$ cat config.mk
export PLATFORM = sky130hd
export DESIGN_NAME = rhp_port_flags
export DESIGN_NICKNAME = d
export VERILOG_FILES = /design/src/rhp_pkg.sv /design/src/rhp_port_flags.sv
export SDC_FILE = /design/constraint.sdc
export NUM_CORES = 1
export LEC_CHECK = 0
export ABC_AREA = 1
export BUFFER_PORTS_ARGS = -buffer_cell sky130_fd_sc_hd__buf_4
export CAP_MARGIN = 10
export CORE_ASPECT_RATIO = 0.9
export CORE_UTILIZATION = 40
export DETAILED_ROUTE_END_ITERATION = 10
export MAX_ROUTING_LAYER = met4
export PLACE_DENSITY = 0.65
export SYNTH_ARGS = -nofsm -noshare
export SYNTH_HDL_FRONTEND = slang
export SYNTH_SLANG_ARGS = --single-unit
$ cat constraint.sdc
create_clock -name i_sys_clk -period 9.2 [get_ports i_sys_clk]
set_clock_uncertainty 0.2 [all_clocks]
set_input_delay 1.84 -clock i_sys_clk [delete_from_list [all_inputs] [get_ports i_sys_clk]]
set_output_delay 1.84 -clock i_sys_clk [all_outputs]
set_load 0.005 [all_outputs]
$ cat src/rhp_pkg.sv
`default_nettype none

package rhp_pkg;

    // Clock and protocol times
    localparam int CLK_PERIOD_NS  = 40;
    localparam int RST_TIME_MS    = 10;
    localparam int RSM_TIME_MS    = 20;
    localparam int RSYNC_TIME_MS  = 3;
    localparam int EOP_TIME_NS    = 1333;
    localparam int RST_CYC        = RST_TIME_MS * 1000000 / CLK_PERIOD_NS;
    localparam int RSM_CYC        = RSM_TIME_MS * 1000000 / CLK_PERIOD_NS;
    localparam int RSYNC_CYC      = RSYNC_TIME_MS * 1000000 / CLK_PERIOD_NS;
    localparam int EOP_CYC        = (EOP_TIME_NS + CLK_PERIOD_NS - 1) / CLK_PERIOD_NS;

    // Command codes
    localparam logic [7:0] CMD_RD_P1 = 8'h15;
    localparam logic [7:0] CMD_RD_P2 = 8'h16;
    localparam logic [7:0] CMD_WR_P1 = 8'h95;
    localparam logic [7:0] CMD_WR_P2 = 8'h96;

    // Status bits, lower word
    localparam int B_ATTACHED   = 0;
    localparam int B_ENABLED    = 1;
    localparam int B_SUSPENDED  = 2;
    localparam int B_OCI        = 3;
    localparam int B_RESET      = 4;
    localparam int B_POWER      = 8;
    localparam int B_SLOW       = 9;
    // Change flags, upper word
    localparam int B_ATTACH_CHG  = 16;
    localparam int B_DISABLE_CHG = 17;
    localparam int B_RESUME_DONE = 18;
    localparam int B_OC_CHG      = 19;
    localparam int B_RESET_DONE  = 20;
    // Write-one command bits of the lower word
    localparam int W_CLR_ENABLE  = 0;
    localparam int W_SET_ENABLE  = 1;
    localparam int W_SET_SUSPEND = 2;
    localparam int W_CLR_SUSPEND = 3;
    localparam int W_SET_RESET   = 4;
    localparam int W_SET_POWER   = 8;
    localparam int W_CLR_POWER   = 9;

    localparam logic [31:0] REG_RESET = 32'h0000_0000;

    typedef enum logic [2:0] {
        ST_IDLE   = 3'h0,
        ST_RESUME = 3'h1,
        ST_EOP    = 3'h3,
        ST_RESYNC = 3'h2,
        ST_RESET  = 3'h4
    } rhp_state_t;

endpackage

`default_nettype wire

$ cat src/rhp_port_flags.sv
// Operation
// - Set reset-done flag when the 10 ms port reset ends.
// - Change flags clear on a written one (resume-done also when reset ends); zero leaves them.
// - Set overcurrent change flag whenever the port overcurrent indicator changes.
// - Set resume-done flag after 20 ms resume, low-speed EOP, 3 ms resync.
// - Clear resume-done flag whenever reset-done flag becomes set.
// - Set disable change flag only when hardware clears the enabled status.
// - Read codes 15h/16h, write codes 95h/96h for ports 1/2.
// - Status in lower 16 bits, change flags in upper 16 bits.
// - Set attach change on attach, detach, or request while unattached.
`timescale 1ns/10ps
`default_nettype none

module rhp_port_flags #(
    parameter int unsigned P_RST_CYC   = rhp_pkg::RST_CYC,
    parameter int unsigned P_RSM_CYC   = rhp_pkg::RSM_CYC,
    parameter int unsigned P_RSYNC_CYC = rhp_pkg::RSYNC_CYC
) (
    input  wire logic        i_sys_clk,        // System clock, 25 MHz
    input  wire logic        i_rst,            // Async reset, active high
    input  wire logic        i_cmd_valid,      // Command strobe
    input  wire logic [7:0]  i_cmd_code,       // Command code
    input  wire logic [31:0] i_cmd_wdata,      // Write data
    output logic      [31:0] o_rd_data,        // Read data
    output logic             o_rd_valid,       // Read data valid pulse
    input  wire logic [1:0]  i_attached,       // Device present per port
    input  wire logic [1:0]  i_slow_device,    // Low-speed device per port
    input  wire logic [1:0]  i_overcurrent,    // Overcurrent per port
    input  wire logic [1:0]  i_port_fault,     // Hardware disable event pulse
    input  wire logic [1:0]  i_remote_wake,    // Remote wake-up pulse
    output logic      [1:0]  o_bus_reset,      // Drive reset signalling
    output logic      [1:0]  o_bus_resume,     // Drive resume signalling
    output logic      [1:0]  o_port_power      // Port power switch
);

    localparam int CW = $clog2(P_RSM_CYC > P_RST_CYC ? P_RSM_CYC : P_RST_CYC) + 1;

    // The EOP count shares the timer, so it must fit the width sized by the long phases
    if (P_RST_CYC < 1 || P_RSM_CYC < 1 || P_RSYNC_CYC < 1 || P_RSYNC_CYC > P_RSM_CYC ||
        rhp_pkg::EOP_CYC > (2 ** CW)) begin : g_chk
        $error("rhp_port_flags: timing counts out of range");
    end

    function automatic logic flag_upd(input logic cur, input logic set, input logic clr);
        // Set wins over a clear arriving in the same cycle
        return set | (cur & ~clr);
    endfunction

    logic [1:0]  attached_ff, enabled_ff, suspended_ff, oci_ff, power_ff, slow_ff;
    logic [1:0]  attach_chg_ff, disable_chg_ff, resume_done_ff, oc_chg_ff, reset_done_ff;
    logic [1:0]  bus_reset_ff, bus_resume_ff;
    logic [1:0]  nxt_enabled, nxt_suspended, nxt_power, nxt_slow;
    logic [1:0]  nxt_attach_chg, nxt_disable_chg, nxt_resume_done, nxt_oc_chg, nxt_reset_done;
    logic [1:0]  nxt_bus_reset, nxt_bus_resume;
    logic [31:0] rd_data_ff;
    logic        rd_valid_ff;
    logic [CW-1:0]      tmr_ff  [2];
    logic [CW-1:0]      nxt_tmr [2];
    rhp_pkg::rhp_state_t st_ff  [2];
    rhp_pkg::rhp_state_t nxt_st [2];

    wire  [31:0] wd = i_cmd_wdata;
    logic [31:0] port_word [2];
    wire  [1:0]  wr_hit, rd_hit, blocked_wr, attach_evt, rst_done, rsm_done;
    wire  [1:0]  hw_disable, start_rst, start_rsm;

    assign rd_hit[0] = i_cmd_valid && (i_cmd_code == rhp_pkg::CMD_RD_P1);
    assign rd_hit[1] = i_cmd_valid && (i_cmd_code == rhp_pkg::CMD_RD_P2);
    assign wr_hit[0] = i_cmd_valid && (i_cmd_code == rhp_pkg::CMD_WR_P1);
    assign wr_hit[1] = i_cmd_valid && (i_cmd_code == rhp_pkg::CMD_WR_P2);

    for (genvar p = 0; p < 2; p++) begin : g_ev
        // Requests that need a device are refused when nothing is attached
        assign blocked_wr[p] = wr_hit[p] && !attached_ff[p] &&
            (wd[rhp_pkg::W_SET_RESET] || wd[rhp_pkg::W_SET_ENABLE] ||
             wd[rhp_pkg::W_SET_SUSPEND]);
        assign attach_evt[p] = i_attached[p] != attached_ff[p];
        assign start_rst[p]  = wr_hit[p] && attached_ff[p] && i_attached[p] &&
                               wd[rhp_pkg::W_SET_RESET];
        assign start_rsm[p]  = (st_ff[p] == rhp_pkg::ST_IDLE) && suspended_ff[p] &&
                               i_attached[p] && !start_rst[p] &&
                               (i_remote_wake[p] || (wr_hit[p] && wd[rhp_pkg::W_CLR_SUSPEND]));
        assign rst_done[p]   = (st_ff[p] == rhp_pkg::ST_RESET) && (tmr_ff[p] == '0) &&
                               i_attached[p] && !start_rst[p];
        assign rsm_done[p]   = (st_ff[p] == rhp_pkg::ST_RESYNC) && (tmr_ff[p] == '0) &&
                               i_attached[p] && !start_rst[p];
        // Driver writes never count; only faults and detach count as a hardware disable
        assign hw_disable[p] = enabled_ff[p] && (i_port_fault[p] || !i_attached[p]);
        assign port_word[p]  = {11'h000,
                                reset_done_ff[p], oc_chg_ff[p], resume_done_ff[p],
                                disable_chg_ff[p], attach_chg_ff[p],
                                6'h00, slow_ff[p], power_ff[p],
                                3'h0, bus_reset_ff[p], oci_ff[p], suspended_ff[p],
                                enabled_ff[p], attached_ff[p]};
    end

    always_comb begin
        for (int p = 0; p < 2; p++) begin
            nxt_st[p]  = st_ff[p];
            nxt_tmr[p] = (tmr_ff[p] == '0) ? tmr_ff[p] : tmr_ff[p] - CW'(1);
            case (st_ff[p])
                rhp_pkg::ST_IDLE: begin
                    if (start_rsm[p]) begin
                        nxt_st[p]  = rhp_pkg::ST_RESUME;
                        nxt_tmr[p] = CW'(P_RSM_CYC - 1);
                    end
                end
                rhp_pkg::ST_RESET: begin
                    if (tmr_ff[p] == '0) nxt_st[p] = rhp_pkg::ST_IDLE;
                end
                rhp_pkg::ST_RESUME: begin
                    if (tmr_ff[p] == '0) begin
                        nxt_st[p]  = rhp_pkg::ST_EOP;
                        nxt_tmr[p] = CW'(rhp_pkg::EOP_CYC - 1);
                    end
                end
                rhp_pkg::ST_EOP: begin
                    if (tmr_ff[p] == '0) begin
                        nxt_st[p]  = rhp_pkg::ST_RESYNC;
                        nxt_tmr[p] = CW'(P_RSYNC_CYC - 1);
                    end
                end
                rhp_pkg::ST_RESYNC: begin
                    if (tmr_ff[p] == '0) nxt_st[p] = rhp_pkg::ST_IDLE;
                end
                default: nxt_st[p] = rhp_pkg::ST_IDLE;
            endcase
            // A reset request restarts the port even in the middle of a resume
            if (start_rst[p]) begin
                nxt_st[p]  = rhp_pkg::ST_RESET;
                nxt_tmr[p] = CW'(P_RST_CYC - 1);
            end
            if (!i_attached[p]) nxt_st[p] = rhp_pkg::ST_IDLE;

            nxt_enabled[p] = enabled_ff[p];
            if (hw_disable[p]) nxt_enabled[p] = 1'b0;
            else if (rst_done[p]) nxt_enabled[p] = 1'b1;
            else if (wr_hit[p] && wd[rhp_pkg::W_SET_ENABLE] && attached_ff[p])
                nxt_enabled[p] = 1'b1;
            else if (wr_hit[p] && wd[rhp_pkg::W_CLR_ENABLE]) nxt_enabled[p] = 1'b0;

            nxt_suspended[p] = suspended_ff[p];
            if (!i_attached[p] || start_rst[p] || rsm_done[p]) nxt_suspended[p] = 1'b0;
            else if (wr_hit[p] && wd[rhp_pkg::W_SET_SUSPEND] && enabled_ff[p])
                nxt_suspended[p] = 1'b1;

            nxt_power[p] = power_ff[p];
            if (wr_hit[p] && wd[rhp_pkg::W_SET_POWER]) nxt_power[p] = 1'b1;
            else if (wr_hit[p] && wd[rhp_pkg::W_CLR_POWER]) nxt_power[p] = 1'b0;
            nxt_slow[p] = i_attached[p] & i_slow_device[p];

            nxt_attach_chg[p]  = flag_upd(attach_chg_ff[p], attach_evt[p] | blocked_wr[p],
                                          wr_hit[p] & wd[rhp_pkg::B_ATTACH_CHG]);
            nxt_disable_chg[p] = flag_upd(disable_chg_ff[p], hw_disable[p],
                                          wr_hit[p] & wd[rhp_pkg::B_DISABLE_CHG]);
            nxt_resume_done[p] = flag_upd(resume_done_ff[p], rsm_done[p],
                                          (wr_hit[p] & wd[rhp_pkg::B_RESUME_DONE]) |
                                          rst_done[p]);
            nxt_oc_chg[p]      = flag_upd(oc_chg_ff[p], i_overcurrent[p] ^ oci_ff[p],
                                          wr_hit[p] & wd[rhp_pkg::B_OC_CHG]);
            nxt_reset_done[p]  = flag_upd(reset_done_ff[p], rst_done[p],
                                          wr_hit[p] & wd[rhp_pkg::B_RESET_DONE]);
            nxt_bus_reset[p]   = nxt_st[p] == rhp_pkg::ST_RESET;
            nxt_bus_resume[p]  = nxt_st[p] == rhp_pkg::ST_RESUME;
        end
    end

    // Every per-port flop is indexed by its own port only
    always_ff @(posedge i_sys_clk or posedge i_rst) begin
        if (i_rst) begin
            {attached_ff, enabled_ff, suspended_ff, oci_ff, power_ff, slow_ff} <= '0;
            {attach_chg_ff, disable_chg_ff, resume_done_ff, oc_chg_ff, reset_done_ff} <= '0;
            {bus_reset_ff, bus_resume_ff} <= '0;
            st_ff  <= '{rhp_pkg::ST_IDLE, rhp_pkg::ST_IDLE};
            tmr_ff <= '{'0, '0};
        end else begin
            attached_ff    <= i_attached;
            oci_ff         <= i_overcurrent;
            enabled_ff     <= nxt_enabled;
            suspended_ff   <= nxt_suspended;
            power_ff       <= nxt_power;
            slow_ff        <= nxt_slow;
            attach_chg_ff  <= nxt_attach_chg;
            disable_chg_ff <= nxt_disable_chg;
            resume_done_ff <= nxt_resume_done;
            oc_chg_ff      <= nxt_oc_chg;
            reset_done_ff  <= nxt_reset_done;
            bus_reset_ff   <= nxt_bus_reset;
            bus_resume_ff  <= nxt_bus_resume;
            st_ff          <= nxt_st;
            tmr_ff         <= nxt_tmr;
        end
    end

    // Read data holds until the next read so slow hosts can sample late
    always_ff @(posedge i_sys_clk or posedge i_rst) begin
        if (i_rst) begin
            rd_data_ff  <= rhp_pkg::REG_RESET;
            rd_valid_ff <= 1'b0;
        end else begin
            rd_valid_ff <= |rd_hit;
            if (rd_hit[0]) rd_data_ff <= port_word[0];
            else if (rd_hit[1]) rd_data_ff <= port_word[1];
        end
    end

    assign o_rd_data    = rd_data_ff;
    assign o_rd_valid   = rd_valid_ff;
    assign o_bus_reset  = bus_reset_ff;
    assign o_bus_resume = bus_resume_ff;
    assign o_port_power = power_ff;

    for (genvar p = 0; p < 2; p++) begin : g_sva

    end
endmodule

`default_nettype wire

; Word level (Yosys, flattened, before mapping)
; Index checks and enable logic that the tools add are counted.
[word_totals]
regBits = 105
inputBits = 53
out_inout_bits = 39
elab_cells = 216
[classes]
addsub = 2
eq_ne = 18
n_mux = 44
n_bitwise = 48
n_reduce_logical = 82
[op_table]
columns = operator, n
row1 = $mux 20, 10
row2 = $pmux 20 s3, 2
row3 = $mux 32, 2
row4 = $logic_and 1x1->1, 52
row5 = $logic_not 20->1, 2
row6 = $sub 20x1->20 const B, 2
row7 = $mux 3, 12
row8 = $pmux 3 s4, 2
row9 = $and 1x1->1, 22
row10 = $eq 8x5->1 const B, 2
row11 = $eq 8x8->1 const B, 2
row12 = $mux 1, 16
row13 = $or 1x1->1, 14
row14 = $eq 3x1->1 const B, 4
row15 = $eq 3x2->1 const B, 4
row16 = $eq 3x3->1 const B, 4
row17 = $logic_or 1x1->1, 10
row18 = $not 1->1, 10
row19 = $reduce_bool 2->1, 5
row20 = $reduce_bool 4->1, 2
row21 = $logic_not 1->1, 6
row22 = $logic_not 3->1, 2
row23 = $reduce_or 2->1, 3
row24 = $ne 1x1->1, 2
row25 = $xor 1x1->1, 2

; Depth between registers and ports, before layout
[depth]
word_depth = 13
depth_mapped = 13
depth_no_buf = 13

; Worst setup path before layout
; Ideal clock, no wire load.
[synth_path]
path_type = input to register
startpoint = in i_cmd_code[3]
endpoint = reg tmr_ff[11] (netlist name)
setup_ns = 0.141
t_arrival_ns = 2.761
required_ns = 8.859
setup_slack_ns = 6.098
path_stages = 9
n_path_buf = 1
path_cell_list = inv_1 nand2_2 nor2_4 nand3_1 a21oi_2 nand2_4 buf_6 nand2_1 nor2_1
[synth_rtl]
columns = item, line_no
row1 = from (decl), rhp_port_flags.sv:22  ; input wire logic [7:0] i_cmd_code,
row2 = to (signal assigned), rhp_port_flags.sv:175  ; tmr_ff <= '{'0, '0};
row3 = to (signal assigned), rhp_port_flags.sv:191  ; tmr_ff <= nxt_tmr;
row4 = to (decl), rhp_port_flags.sv:57  ; logic [CW-1:0] tmr_ff [2];

; Worst setup path in the final report
[layout_path]
startpoint = in i_cmd_code[3]
endpoint = reg rd_data_ff[2], in the netlist o_rd_data[2]
[layout_via]
elab_chain_cells = 3
[layout_lines]
columns = item, line_no
row1 = "$eq 8x5->1, on equally long branches", "rhp_port_flags.sv:67, rhp_port_flags.sv:68"
row2 = "$logic_and 1x1->1, on equally long branches", "rhp_port_flags.sv:67, rhp_port_flags.sv:68"
row3 = $mux 32 / $reduce_bool 2->1 (equally long branches), n/a
row4 = to (signal assigned), rhp_port_flags.sv:198  ; rd_data_ff <= rhp_pkg::REG_RESET;
row5 = to (signal assigned), rhp_port_flags.sv:202  ; if (rd_hit[0]) rd_data_ff <= port_word[0];
row6 = to (signal assigned), rhp_port_flags.sv:203  ; else if (rd_hit[1]) rd_data_ff <= port_word[1];
row7 = to (decl), rhp_port_flags.sv:55  ; logic [31:0] rd_data_ff;
; Several ways; a longest one is shown, not always the timed one.
; A chain may end at the register's enable or synchronous reset.

==> reports/metrics.cfg <==
[clock_network]
post_cts_buffers=0
cts-root-buf=clkbuf_16
htreeDepth=3
cts.repair.resized=0
cts.clk_slew.worst_paths_ps=70
clk_path_buf_depth=2
clock-sinks=85
ctsHoldBuffers=0
cts_made_buffers=9
clk_latency_ps=350
cts_tree=built

[worst_setup_path]
startpoint=i_cmd_code[3]
rr_endpoint=tmr_ff[20]
cp-start-kind=input pin
crit_arrival_ps=3500
critPathCapture=o_rd_data[2]
r2r_cells=8
cp-end-kind=register
path_class=input pin to register
required_ps=9230
worstReg2RegStart=tmr_ff[20]
crit_fanout=13
r2r_setup_slack_ps=7070

[pwr]
p_clk_share_pct=32.3
switching_share_pct=34.2
power.leakage_nw=3.08
power_switching_w=0.000419
pwr-share-comb_pct=26.4
p_total_w=0.00122
vdd_ir_drop_max_v=0.000128
seq_power_share_pct=41.3
power_density_nw_per_um2=207
internal_power_w=0.000806

[drt]
vias_per_cell=5.00
wire_per_inst_um=14.2
dr.pass1.iters=5
drtAntennaViolNets=0
wirelength_um=12500
drt_iter0_markers=303
drc_errors=0
via_count=4424

[timing]
whs_ps=291
fmax_ghz=0.288
slew_violations=0
slew_headroom_pct=27.8
hold_viol=0
timing.final.crit_share_pct=37.7
setup_ws_ps=5730
finalSetupTns_ps=0
finalSetupViolations=0
rsz0062_at_grt=false
timing.final.crit_period_ps=3470
worst-slew-pin-transition_ps=1080

[synth]
ys.flop_type=dfrtp_1
synth_commonest_cells=153 x nand2_1, 89 x nor2_1, 85 x dfrtp_1
async_reset_ff_share_pct=100
ys_seq_area_share_pct=41.2
ys_seq_elements=85
synth_top_area_share_pct=41.2
synth_cell_types=41
synth-edff-count=0
synthCells=667
synth_area_per_cell_sq_um=7.73
yosys.area.top_type=dfrtp_1
synth_area_leaders=dfrtp_1 41%, nand2_1 11%, nor2_1 6.5%
ys_warn_count=0
post-synth-top-count-cell=nand2_1
netlist_area_sq_um=5160

[global_routing]
gr-usage-met2_pct=30.8
grt_pass1_wl_um=20600
first_global_vias=4202
busiest_layer=met2
grt_max_degree=86
globalRouteOverflowTotal=0
grtUsageMet3_pct=4.51
antenna_found_initial=0
track_usage_pct=20.8
grt_use_met1_pct=27.2

[floorplan]
die_h_um=110
dieArea_sq_um=13400
die_x_um=122
boundaryPins=92
num_rows=38
start_util_pct=41.9
core_area_sq_um=12300

[finish]
area_growth_pct=14.7
n_fill_cell=1205
final_layout_size_suffix_gt1_share_pct=17.8
diodes=0
finalNetCount=778
largest_reg_flops=40
top_register=tmr_ff

[min_path]
hold_class=register to register

[flow_run]
maxCapViolCount=0

[placed_design]
place.gp.congestion=0.899
post-dp-hpwl_um=9210
pre_cts_slack_ps=5340
io_buffers=51

[outcome]
outcome=complete, no violations

-- cell usage in the layout, fill, tap and decap left out, types with 4 or more instances in the layout --
cell | Yosys | final
a21oi_1 | 16 | 16
buf_4 | 21 | 52
clkbuf_16 | 0 | 9
conb_1 | 1 | 20
dfrtp_1 | 85 | 85
ha_1 | 6 | 6
inv_1 | 76 | 75
inv_2 | 5 | 5
nand2_1 | 153 | 153
nand2_2 | 9 | 9
nand2_4 | 4 | 4
nand3_1 | 42 | 42
nand3_2 | 4 | 4
nand4_1 | 13 | 13
nor2_1 | 89 | 89
nor2_2 | 14 | 14
nor2_4 | 9 | 9
nor3_1 | 10 | 10
o211ai_1 | 7 | 7
o21ai_0 | 24 | 24
o21ai_1 | 17 | 17
xnor2_1 | 10 | 10
xor2_1 | 16 | 16
-- how the worst min path moves through the flow --
stage	cells past startpoint	startpoint	slack, ps	endpoint
floorplan	2	disable_chg_ff[0]	260	disable_chg_ff[0]
global placement	2	o_rd_data[8]	280	o_rd_data[8]
detailed placement	2	o_rd_data[9]	280	o_rd_data[9]
CTS	2	o_rd_data[9]	300	o_rd_data[9]
global route	2	o_rd_data[9]	320	o_rd_data[9]
finish	2	o_rd_data[17]	290	o_rd_data[17]
-- metal layers --
metal	share of wire (%)	vias to the layer above
met5	0	-
li1	-	2191
met3	6.2	22
met2	45	152
met4	1.7	0
met1	47	2059
-- critical path, cell delays in order --
cell and delay [ps]:
buf_4 110, inv_1 50, nand2_2 110, nor2_4 240, inv_1 80, nor2_2 460, nor2_1 370, nand2_1 150
o211ai_1 90
-- power by group through the flow --
stage / clock, W / combinational [W] / sequential [W]
finish: 0.000395 / 0.000324 / 0.000506
global route: 0.000418 / 0.000373 / 0.000516
CTS: 0.000404 / 0.000324 / 0.000505
detailed placement: 0 / 0.000322 / 0.000511
global placement: 0 / 0.000313 / 0.000510
floorplan: 0 / 0.000255 / 0.000496
-- area by class of cell --
| type | count | area (sq um) | share of cell area [%] |
|---|---|---|---|
| Inverter | 81 | 305 | 5.16 |
| Multi-Input combinational cell | 490 | 2570 | 43.4 |
| Clock buffer | 10 | 229 | 3.87 |
| Timing Repair Buffer | 52 | 390 | 6.60 |
| Tap cell | 160 | 200 | 3.38 |
| Sequential cell | 85 | 2130 | 35.9 |
| Clock inverter | 6 | 95.1 | 1.61 |
-- per-stage QoR --
stage	cells	cell area (sq um)	util, %
floorplan	686	5230	-
global placement	868	5590	45.4
detailed placement	868	5590	45.4
CTS	884	5920	48.0
global route	884	5920	48.0
finish	884	5920	48.0
-- cell families after synthesis --
group | Yosys count | synth area share [%]
adders and majority gates | 6 | 1.46
DFF | 85 | 41.2
xor gates and xnor gates | 26 | 4.42
other | 1 | 0.0727
and+or+nand+nor | 363 | 34.1
buffers and inverters | 111 | 10.3
AOI/OAI and AO/OA | 75 | 8.44
(Power assumes the default switching activity.)
